## src/logic/mode_word_regs.svh

```systemverilog
// Behaviour
// Bit 0 forces DC voltage control mode
// Bit 1 forces island mode
// Bit 2 forces droop control mode
// Bit 3 forces droop with base load
// Bit 4 forces fixed power mode
// Bit 5 forces DC-link current/power mode
// Bit 6 forces AC current/power mode
// Highest priority forced mode wins
// Bit 7 raises frequency reference
// Bit 8 lowers frequency reference
// Bit 9 resets frequency reference
// Bit 13 picks nominal or measured frequency
// Bits 10-12 raise, lower, reset voltage
// Bit 14 picks nominal or measured voltage
// Custom status bits pick any source bit
// Default bits 0-4 copy mode status
// Default bits 5-7 copy app word two
// Panel local button toggles on rising edge
// Panel stop works from every place
// Stop held 3 s issues switch-off; code issues it only while breaker_by_app_i is high
// Place change stops unless continue enabled
// Low level start counts as stop
// Bit 15 ignored, unconfigured bits zero
// Up and down together hold; reset wins
`ifndef MODE_WORD_REGS_SVH
`define MODE_WORD_REGS_SVH
`define FW_DCV_BIT       0
`define FW_ISL_BIT       1
`define FW_DRP_BIT       2
`define FW_DBL_BIT       3
`define FW_FPW_BIT       4
`define FW_DCI_BIT       5
`define FW_ACI_BIT       6
`define FW_FUP_BIT       7
`define FW_FDN_BIT       8
`define FW_FRS_BIT       9
`define FW_VUP_BIT       10
`define FW_VDN_BIT       11
`define FW_VRS_BIT       12
`define FW_FSEL_BIT      13
`define FW_VSEL_BIT      14
`define FORCE_WORD_RESET 16'h0000
`define SEL_UNUSED       7'h7f
`define HOLD_TIME_MS     3000
`define CLK_MHZ          100
`define HOLD_CYCLES      (`HOLD_TIME_MS * 1000 * `CLK_MHZ)
`endif

```

## src/logic/mode_word_pkg.sv

```systemverilog
package mode_word_pkg;
  typedef enum logic [2:0] {
    MODE_NONE = 3'h0,
    MODE_FPW  = 3'h1,
    MODE_DBL  = 3'h2,
    MODE_DRP  = 3'h3,
    MODE_ISL  = 3'h4,
    MODE_DCV  = 3'h5,
    MODE_DCI  = 3'h6,
    MODE_ACI  = 3'h7
  } mode_type;
  typedef enum logic [1:0] {
    PLACE_IO    = 2'h0,
    PLACE_FBUS  = 2'h1,
    PLACE_LOCAL = 2'h2,
    PLACE_PC    = 2'h3
  } place_type;
  typedef enum logic [1:0] {
    START_PULSE = 2'h0,
    START_LEVEL = 2'h1,
    START_EDGE  = 2'h2
  } start_mode_type;
  typedef enum logic [1:0] {
    RUN_IDLE = 2'b00,
    RUN_ON   = 2'b01
  } run_state_type;
endpackage

```

## src/logic/reference_stepper.sv

```systemverilog
`timescale 1ns/1ns
module reference_stepper #(
  parameter int WIDTH = 16
) (
  input  wire logic             clock_i,
  input  wire logic             rst_n_i,
  input  wire logic             step_en_i,
  input  wire logic             up_i,
  input  wire logic             down_i,
  input  wire logic             reset_i,
  input  wire logic             use_actual_i,
  input  wire logic [WIDTH-1:0] nominal_i,
  input  wire logic [WIDTH-1:0] actual_i,
  input  wire logic [WIDTH-1:0] step_i,
  output logic      [WIDTH-1:0] ref_o
);
  logic [WIDTH-1:0] ref_reg;
  logic [WIDTH-1:0] ref_next;
  wire  [WIDTH-1:0] reset_value = use_actual_i ? actual_i : nominal_i;
  wire              do_up       = step_en_i && up_i && !down_i;
  wire              do_down     = step_en_i && down_i && !up_i;

  always_comb begin
    ref_next = ref_reg;
    if (reset_i) begin
      ref_next = reset_value;
    end else if (do_up) begin
      ref_next = ref_reg + step_i;
    end else if (do_down) begin
      ref_next = ref_reg - step_i;
    end
  end

  always_ff @(posedge clock_i or negedge rst_n_i) begin
    if (!rst_n_i) begin
      ref_reg <= '0;
    end else begin
      ref_reg <= ref_next;
    end
  end

  assign ref_o = ref_reg;
endmodule // reference_stepper

```

## src/logic/status_bit_picker.sv

```systemverilog
`timescale 1ns/1ns
`include "mode_word_regs.svh"
module status_bit_picker (
  input  wire logic [63:0] sources_i,
  input  wire logic [6:0]  select_i,
  output logic             bit_o
);
  // Select 0..63 picks a source bit, any higher code reads zero
  wire in_range = !select_i[6];
  assign bit_o = in_range ? sources_i[select_i[5:0]] : 1'b0;
endmodule // status_bit_picker

```

## src/logic/mode_word_decoder.sv

```systemverilog
`timescale 1ns/1ns
`include "mode_word_regs.svh"
module mode_word_decoder #(
  parameter int        REF_W       = 16,
  parameter int        HOLD_CYCLES = `HOLD_CYCLES,
  parameter int        STEP_DIV    = 100000,
  parameter logic [6:0] SEL_DEF [16] = '{
    7'h00, 7'h01, 7'h02, 7'h03, 7'h04, 7'h21, 7'h22, 7'h2a,
    `SEL_UNUSED, `SEL_UNUSED, `SEL_UNUSED, `SEL_UNUSED,
    `SEL_UNUSED, `SEL_UNUSED, `SEL_UNUSED, `SEL_UNUSED}
) (
  input  wire logic                   clock_i,
  input  wire logic                   rst_n_i,
  input  wire logic                   force_wr_i,
  input  wire logic [15:0]            force_data_i,
  output logic      [15:0]            force_word_o,
  input  wire logic                   sel_wr_i,
  input  wire logic [3:0]             sel_index_i,
  input  wire logic [6:0]             sel_data_i,
  input  wire logic [15:0]            mode_status_i,
  input  wire logic [15:0]            app_status1_i,
  input  wire logic [15:0]            app_status2_i,
  input  wire logic [15:0]            limit_status_i,
  output logic      [15:0]            status_word_o,
  output logic      [6:0]             forced_mask_o,
  output mode_word_pkg::mode_type     mode_o,
  input  wire logic [REF_W-1:0]       freq_nominal_i,
  input  wire logic [REF_W-1:0]       freq_actual_i,
  input  wire logic [REF_W-1:0]       volt_nominal_i,
  input  wire logic [REF_W-1:0]       volt_actual_i,
  input  wire logic [REF_W-1:0]       ref_step_i,
  output logic      [REF_W-1:0]       freq_ref_o,
  output logic      [REF_W-1:0]       volt_ref_o,
  input  wire logic                   panel_remloc_i,
  input  wire logic                   panel_start_i,
  input  wire logic                   panel_stop_i,
  input  wire mode_word_pkg::place_type place_req_i,
  input  wire logic [3:0]             continue_en_i,
  input  wire mode_word_pkg::start_mode_type new_start_mode_i,
  input  wire logic                   new_start_level_i,
  input  wire logic                   new_stop_req_i,
  input  wire logic                   running_i,
  input  wire logic                   breaker_by_app_i,
  output logic                        local_active_o,
  output mode_word_pkg::place_type    place_o,
  output logic                        start_cmd_o,
  output logic                        stop_cmd_o,
  output logic                        switch_off_o
);
  logic [15:0]            force_reg;
  logic [6:0]             sel_reg [16];
  logic [15:0]            status_reg;
  logic [15:0]            status_next;
  logic [6:0]             mask_reg;
  mode_word_pkg::mode_type mode_reg;
  mode_word_pkg::mode_type mode_next;
  logic [REF_W-1:0]       freq_ref;
  logic [REF_W-1:0]       volt_ref;
  logic [REF_W-1:0]       freq_reg;
  logic [REF_W-1:0]       volt_reg;
  logic [31:0]            step_cnt_reg;
  logic                   step_en_reg;
  logic                   remloc_reg;
  logic                   local_reg;
  mode_word_pkg::place_type place_reg;
  mode_word_pkg::place_type place_next;
  logic [31:0]            hold_cnt_reg;
  logic                   off_done_reg;
  logic                   start_reg;
  logic                   stop_reg;
  logic                   off_reg;

  // Force word; bit 15 stored but never used
  always_ff @(posedge clock_i or negedge rst_n_i) begin
    if (!rst_n_i) begin
      force_reg <= `FORCE_WORD_RESET;
    end else if (force_wr_i) begin
      force_reg <= force_data_i;
    end
  end
  assign force_word_o = force_reg;

  // Mode forcing by fixed priority
  wire [6:0] forced = {force_reg[`FW_ACI_BIT],
                       force_reg[`FW_DCI_BIT],
                       force_reg[`FW_DCV_BIT],
                       force_reg[`FW_ISL_BIT],
                       force_reg[`FW_DRP_BIT],
                       force_reg[`FW_DBL_BIT],
                       force_reg[`FW_FPW_BIT]};
  always_comb begin
    mode_next = mode_word_pkg::MODE_NONE;
    for (int i = 0; i < 7; i++) begin
      if (forced[i]) begin
        mode_next = mode_word_pkg::mode_type'(3'(i + 1));
      end
    end
  end

  // Reference step rate divider
  always_ff @(posedge clock_i or negedge rst_n_i) begin
    if (!rst_n_i) begin
      step_cnt_reg <= '0;
      step_en_reg  <= 1'b0;
    end else begin
      step_en_reg  <= step_cnt_reg == 32'(STEP_DIV - 1);
      step_cnt_reg <= (step_cnt_reg == 32'(STEP_DIV - 1)) ? '0 : step_cnt_reg + 32'h1;
    end
  end

  reference_stepper #(.WIDTH(REF_W)) u_freq (
    .clock_i      (clock_i),
    .rst_n_i      (rst_n_i),
    .step_en_i    (step_en_reg),
    .up_i         (force_reg[`FW_FUP_BIT]),
    .down_i       (force_reg[`FW_FDN_BIT]),
    .reset_i      (force_reg[`FW_FRS_BIT]),
    .use_actual_i (force_reg[`FW_FSEL_BIT]),
    .nominal_i    (freq_nominal_i),
    .actual_i     (freq_actual_i),
    .step_i       (ref_step_i),
    .ref_o        (freq_ref)
  );
  reference_stepper #(.WIDTH(REF_W)) u_volt (
    .clock_i      (clock_i),
    .rst_n_i      (rst_n_i),
    .step_en_i    (step_en_reg),
    .up_i         (force_reg[`FW_VUP_BIT]),
    .down_i       (force_reg[`FW_VDN_BIT]),
    .reset_i      (force_reg[`FW_VRS_BIT]),
    .use_actual_i (force_reg[`FW_VSEL_BIT]),
    .nominal_i    (volt_nominal_i),
    .actual_i     (volt_actual_i),
    .step_i       (ref_step_i),
    .ref_o        (volt_ref)
  );

  // Custom status word selection
  wire [63:0] sources = {limit_status_i, app_status2_i, app_status1_i, mode_status_i};
  always_ff @(posedge clock_i or negedge rst_n_i) begin
    if (!rst_n_i) begin
      for (int i = 0; i < 16; i++) begin
        sel_reg[i] <= SEL_DEF[i];
      end
    end else if (sel_wr_i) begin
      sel_reg[sel_index_i] <= sel_data_i;
    end
  end
  genvar g;
  generate
    for (g = 0; g < 16; g++) begin : g_pick
      status_bit_picker u_pick (
        .sources_i (sources),
        .select_i  (sel_reg[g]),
        .bit_o     (status_next[g])
      );
    end
  endgenerate

  // Control place and panel handling
  wire remloc_rise = panel_remloc_i && !remloc_reg;
  wire local_next  = remloc_rise ? !local_reg : local_reg;
  assign place_next = local_next ? mode_word_pkg::PLACE_LOCAL : place_req_i;
  wire place_change = place_next != place_reg;
  wire level_start  = new_start_mode_i != mode_word_pkg::START_PULSE;
  wire new_stop     = new_stop_req_i || (level_start && !new_start_level_i);
  wire keep_running = continue_en_i[place_next] && !new_stop;
  wire handover_stop = place_change && running_i && !keep_running;
  wire hold_full    = hold_cnt_reg == 32'(HOLD_CYCLES - 1);

  always_ff @(posedge clock_i or negedge rst_n_i) begin
    if (!rst_n_i) begin
      remloc_reg   <= 1'b0;
      local_reg    <= 1'b0;
      place_reg    <= mode_word_pkg::PLACE_IO;
      hold_cnt_reg <= '0;
      off_done_reg <= 1'b0;
    end else begin
      remloc_reg   <= panel_remloc_i;
      local_reg    <= local_next;
      place_reg    <= place_next;
      if (!panel_stop_i) begin
        hold_cnt_reg <= '0;
        off_done_reg <= 1'b0;
      end else if (hold_full) begin
        off_done_reg <= 1'b1;
      end else begin
        hold_cnt_reg <= hold_cnt_reg + 32'h1;
      end
    end
  end

  // Registered outputs
  always_ff @(posedge clock_i or negedge rst_n_i) begin
    if (!rst_n_i) begin
      status_reg <= '0;
      mask_reg   <= '0;
      mode_reg   <= mode_word_pkg::MODE_NONE;
      freq_reg   <= '0;
      volt_reg   <= '0;
      start_reg  <= 1'b0;
      stop_reg   <= 1'b0;
      off_reg    <= 1'b0;
    end else begin
      status_reg <= status_next;
      mask_reg   <= forced;
      mode_reg   <= mode_next;
      freq_reg   <= freq_ref;
      volt_reg   <= volt_ref;
      start_reg  <= local_reg && panel_start_i && !panel_stop_i;
      stop_reg   <= panel_stop_i || handover_stop;
      off_reg    <= panel_stop_i && hold_full && !off_done_reg && breaker_by_app_i;
    end
  end

  assign status_word_o  = status_reg;
  assign forced_mask_o  = mask_reg;
  assign mode_o         = mode_reg;
  assign freq_ref_o     = freq_reg;
  assign volt_ref_o     = volt_reg;
  assign local_active_o = local_reg;
  assign place_o        = place_reg;
  assign start_cmd_o    = start_reg;
  assign stop_cmd_o     = stop_reg;
  assign switch_off_o   = off_reg;
endmodule // mode_word_decoder

```

## config.mk

```make
export PLATFORM = sky130hd
export DESIGN_NAME = mode_word_decoder
export DESIGN_NICKNAME = d
export VERILOG_FILES = /design/src/logic/mode_word_pkg.sv /design/src/logic/reference_stepper.sv /design/src/logic/status_bit_picker.sv /design/src/logic/mode_word_decoder.sv
export VERILOG_INCLUDE_DIRS = /design/src /design/src/logic
export SDC_FILE = /design/constraint.sdc
export NUM_CORES = 1
export LEC_CHECK = 0
export BUFFER_PORTS_ARGS = -buffer_cell sky130_fd_sc_hd__buf_4
export CAP_MARGIN = 20
export CORE_MARGIN = 1
export CORE_UTILIZATION = 35
export DETAILED_ROUTE_END_ITERATION = 12
export MAX_ROUTING_LAYER = met4
export PLACE_DENSITY = 0.56
export SLEW_MARGIN = 20
export SYNTH_ARGS = -nofsm -noshare
export SYNTH_HDL_FRONTEND = slang
export SYNTH_HIERARCHICAL = 1
export SYNTH_SLANG_ARGS = --single-unit
```

## constraint.sdc

```tcl
create_clock -name clock_i -period 6.3 [get_ports clock_i]
set_input_delay 0.63 -clock clock_i [delete_from_list [all_inputs] [get_ports clock_i]]
set_output_delay 0.63 -clock clock_i [all_outputs]
set_load 0.01 [all_outputs]
```

Yosys cells after proc, flatten, opt, wreduce, memory -nomap -nowiden:

Cells that the tools add are included.

* register bits: 291
* input bits: 190
* output and inout bits: 80

* add/subtract/negate cells: 6
* $lt $le $gt $ge: 19
* eq/ne operators: 5
* multiplexer cells: 75
* bitwise logic cells: 1
* reduce and logical (&&, ||, !) cells: 35

Operators with widths (number)
* $mux W16: 8
* $bwmux W112: 1
* $lt A6 B7 Y1 const B: 16
* $bmux W1 S6: 16
* $mux W32: 3
* $add A32 B1 Y32 const B: 2
* $mux W1: 37
* $add A16 B16 Y16: 2
* $eq A32 B17 Y1 const B: 1
* $eq A32 B29 Y1 const B: 1
* $sub A16 B16 Y16: 2
* $demux W7 S4: 1
* $logic_and A1 B1 Y1: 19
* $mux W3: 4
* $logic_not A1 Y1: 11
* $mux W7: 1
* $mux W2: 3
* $reduce_bool A3 Y1: 2
* $ge A5 B5 Y1 const B: 1
* $lt A5 B1 Y1 const B: 1
* $not A4 Y5: 1
* $lt A2 B3 Y1 const B: 1
* $bmux W1 S2: 1
* $logic_or A1 B1 Y1: 2
* other kinds (4): 4

Depth between registers and ports, before layout:

* word-level depth: 10
* gate-level depth with buffers: 15

Modules after synthesis:

The synthesis kept the hierarchy.

Modules (own cells, without submodules)
* mode_word_decoder: instances 1, cells each 721, area each 10148.5 um^2, sequential area each 6566.3 um^2
* status_bit_picker: instances 16, cells each 42, area each 593.1 um^2, sequential area each 0.0 um^2
* reference_stepper at u_freq: instances 1, cells each 254, area each 2059.5 um^2, sequential area each 400.4 um^2
* reference_stepper at u_volt: instances 1, cells each 239, area each 1948.1 um^2, sequential area each 400.4 um^2

Worst setup path before layout:

OpenSTA, ideal clock, no wires.

* path type: in2reg
* from: in ref_step_i[1]
* to: reg u_volt.ref_reg[14] (netlist: u_volt/ref_o[14])
* arrival: 2895 ps
* data required time: 6196 ps
* slack: 3302 ps
* stages: 14
* buffers on the path: 1
* cell sequence: inv_1 ha_1 nor2b_1 nand3_1 nor2_1 a21oi_1 xnor2_1 ha_1 clkbuf_1 and4_1 o31a_1 a211oi_1 xor2_1 a221oi_1

* cells in the longest elaborated chain, start to end: 4
* elaborated cells on any way between the ends: 5
* classes of those cells: 2 x add/sub; 3 x mux

Ends and longest elaborated chain
* start, declared: RTL line mode_word_decoder.sv:31 `input wire logic [REF_W-1:0] ref_step_i,`
* $sub A16 B16 Y16: RTL line reference_stepper.sv:30 `ref_next = ref_reg - step_i;`
* $mux W16: RTL line reference_stepper.sv:29 `end else if (do_down) begin`
* $mux W16 (*): RTL line reference_stepper.sv:27 `end else if (do_up) begin`
* $mux W16 (*): RTL line reference_stepper.sv:25 `if (reset_i) begin`
* end signal, assigned: RTL line reference_stepper.sv:38 `ref_reg <= ref_next;`
* end, declared: RTL line reference_stepper.sv:17 `logic [WIDTH-1:0] ref_reg;`

Every way passes the cells marked *; elsewhere a longest branch is shown, timed or not. The select of a mux whose other input is x is not followed.
A chain may end at the register's enable or synchronous reset.

Worst setup path in the final report:

* from: reg step_en_reg
* to: reg u_freq.ref_reg[15] (netlist: u_freq/ref_o[15])

* cells in the longest elaborated chain, start to end: 4
* elaborated cells on any way between the ends: 7
* classes of those cells: 2 x mux; 5 x reduce/logical

Ends and longest elaborated chain
* start, declared: RTL line mode_word_decoder.sv:62 `logic step_en_reg;`
* start signal, assigned: RTL line mode_word_decoder.sv:106 `step_en_reg <= step_cnt_reg == 32'(STEP_DIV - 1);`
* $logic_and A1 B1 Y1 (2 in a row): RTL line reference_stepper.sv:20 `wire do_up = step_en_i && up_i && !down_i;`
* $mux W16: RTL line reference_stepper.sv:27
* $mux W16: RTL line reference_stepper.sv:25
* end signal, assigned: RTL line reference_stepper.sv:38
* end, declared: RTL line reference_stepper.sv:17

Several ways; a longest one is shown, not always the timed one.

==> metrics <==
outcome=finished, final reports clean; Seq/Total Area, Yosys=31.2%; Die ar.=0.0686 mm²; r2r endpoint=u_freq/ref_o[15]$_DFFE_PN0P_; Cell Pwr Density=315 mW/mm²; Cell Int Power=5600 µW; Clock power frac=25.8%; Min Hold Slack=0.0883 ns; final-report hold violation count=0; vias post-DR=18688; asr flop ratio synth=100%; Post-CTS Hold Buffers=0; fmax=300 MHz; H-Tree Depth=2; Syn Inst Count=1886; drc violations=0; CTS Sinks=291; Slew HR=15.3%; met2 usage=33.9%; Initial Util=35.6%; Static Leak=0.0109 µW; combinational fraction of design power=37.9%; RSZ-0062 raised after global routing=false; CP Launch Type=register; mean post-synth cell area=12.5 µm²; postcts setup bufs=0; Layout Area Growth over Synthesis=15.2%; Die W=262 µm; global-route met1 utilization=30.2%; Skew-Pair Late Insertion Delay=0.56 ns; area taken by multi-input logic gates=0.0153 mm²; syn nets=2120; reg-to-reg startpoint=step_en_reg$_DFF_PN0_; Worst-Margin Slew=1.27 ns; number of flip-flops in the largest register=112; grt ovf=0; final WL=79100 µm; # setup viols final=0; vias per cell=6.30; Die Y=262 µm; Ys Warns=6; reg2reg path depth=11; routability cong.=0.939; Critical Path End Type=register; First-pass DRT Iterations=7; initial drt markers=1911; Clock Pin Slew Worst Setup and Hold Paths=0.07 ns; CTS tree=built; Clock Tree Buf Depth=3; Seq. cell area=0.00737 mm²; GR Util All Layers=23.3%; number of global-route vias before repair=18556; Distinct cells, synth=89; max-slew violation count=0; switching share of power=34.8%; layout cells sized above 1=36.0%; setup slack, reg-to-reg=2.96 ns; Synth Register Bits=291; drt wl/cell=26.7 µm; Syn Std Cell Area=0.0236 mm²; dpl ws=2.86 ns; initial antenna violation count=0; met3 usage=6.85%; Final period util=53.0%; fin worst setup slack=2.96 ns; Seq pwr share=36.3%; I/O Buffers=269; placeable core area=0.0663 mm²; fill cell count=6261; Setup CP Type=register to register; CTS Buf Count=36; GR peak layer=met2; Fin Clk Skew=0.0284 ns; main flop type after synthesis=dfrtp_1; Rows=94; post_cts resized=0; Worst EP arrival=3.81 ns; Final #Nets=2306; number of synthesized flops with an enable pin=0; shortest period the worst path allows=3.34 ns; CTS root buf=clkbuf_16; Total Neg Setup Slack=0 ns; P_sw=2990 µW; Worst EP required=6.77 ns; max cap viols=0; first-pass GRT wire length=117000 µm; I/O pin total=270; dpl hpwl=50300 µm; Crit Path Max Fanout=12; pin count of the biggest net entering global routing=124; DRT antenna net count=0; peak supply drop=0.194 mV; Tightest Hold Check Type=primary input to async pin
-- placed cells by master (no fill, tap or decap), types with 39 or more instances in the layout --
cell / Yosys / routed
mux4_1: 128 / 128
and2_1: 39 / 39
buf_4: 18 / 273
dfrtp_1: 223 / 223
xor2_1: 51 / 51
a21oi_1: 48 / 48
nand2b_1: 44 / 44
mux2_2: 172 / 172
ha_1: 42 / 42
nor2_1: 115 / 115
nor2b_1: 40 / 40
xnor2_1: 52 / 52
dfstp_2: 68 / 68
mux4_2: 144 / 144
mux2i_1: 41 / 41
nand2_1: 121 / 121
-- worst max path at each step --
stage          slack (ns)                   from  cells after the start                           end
6_report             2.96  step_en_reg$_DFF_PN0_                     11  u_freq/ref_o[15]$_DFFE_PN0P_
5_1_grt              2.76  step_en_reg$_DFF_PN0_                     11  u_freq/ref_o[15]$_DFFE_PN0P_
4_1_cts              3.02  step_en_reg$_DFF_PN0_                     11  u_freq/ref_o[15]$_DFFE_PN0P_
3_5_place_dp         2.86          ref_step_i[0]                     13  u_volt/ref_o[14]$_DFFE_PN0P_
3_3_place_gp         2.90          ref_step_i[0]                     13  u_volt/ref_o[14]$_DFFE_PN0P_
2_1_floorplan        3.30          ref_step_i[1]                     14  u_volt/ref_o[14]$_DFFE_PN0P_
-- through the flow --
step / cell area, µm² / total power (µW) / util, % / instances
6_report: 27200 / 8590 / 41.1 / 2966
5_1_grt: 27200 / 9060 / 41.1 / 2963
4_1_cts: 27200 / 8630 / 41.1 / 2963
3_5_place_dp: 26000 / 6360 / 39.2 / 2898
3_3_place_gp: 26000 / 6300 / 39.2 / 2898
2_1_floorplan: 23600 / 5370 / - / 1886
-- synth_stat cells, drive strengths merged (31+ instances only) --
cell type,number,area [µm²]
buf,75,644
a21oi,50,265
dfstp,68,1790
nor2b,40,250
nor2,115,432
nand2,121,454
clkbuf,52,195
xor2,51,447
inv,35,131
nand2b,44,275
and2,40,253
ha,42,526
mux2i,41,410
mux2,173,1950
dfrtp,223,5580
o21ai,51,267
nand3,31,160
xnor2,53,472
mux4,272,6610
-- layer usage --
layer / vias up / share of wire [%]
met5: - / 0
li1: 7863 / -
met1: 9410 / 40
met4: 0 / 4.3
met3: 195 / 12
met2: 1220 / 44
-- power groups by stage --
stage / logic (µW) / registers, µW / clock network, µW
3_3_place_gp: 3190 / 3120 / 0
4_1_cts: 3240 / 3110 / 2280
5_1_grt: 3490 / 3200 / 2370
3_5_place_dp: 3230 / 3140 / 0
6_report: 3260 / 3120 / 2220
2_1_floorplan: 2670 / 2700 / 0
-- cell families (layout without fill, tap and decap cells) --
kind of cell,Yosys count,after routing,share of synthesized area [%]
and+or+nand+nor,519,519,12.0
muxes,486,486,37.9
DFF,291,291,31.2
AOI/OAI and AO/OA,280,280,8.57
buffers and inverters,162,375,4.11
xor gates and xnor gates,104,104,3.88
adders and majority gates,44,44,2.39
other,0,3,0
-- layout make-up --
class	count	area share, %
clock inverters	14	0.822
repair buffers	275	7.65
multi-input cells	1433	56.2
clock buffers	51	3.81
flip-flops and latches	291	27.0
inverters	35	0.482
well taps	864	3.97
diodes	3	0.0276
-- worst max-delay path: stages (launching register included) --
cell,delay [ns]
dfrtp_1,0.43
nand2_1,0.10
nor2_1,0.53
nor2_1,0.14
xnor2_1,0.27
ha_1,0.34
a21oi_1,0.17
nor2b_1,0.09
nor3_1,0.56
o21ai_1,0.21
xnor2_1,0.18
a221oi_2,0.21
Note: power is estimated with default switching activity, not from simulation.
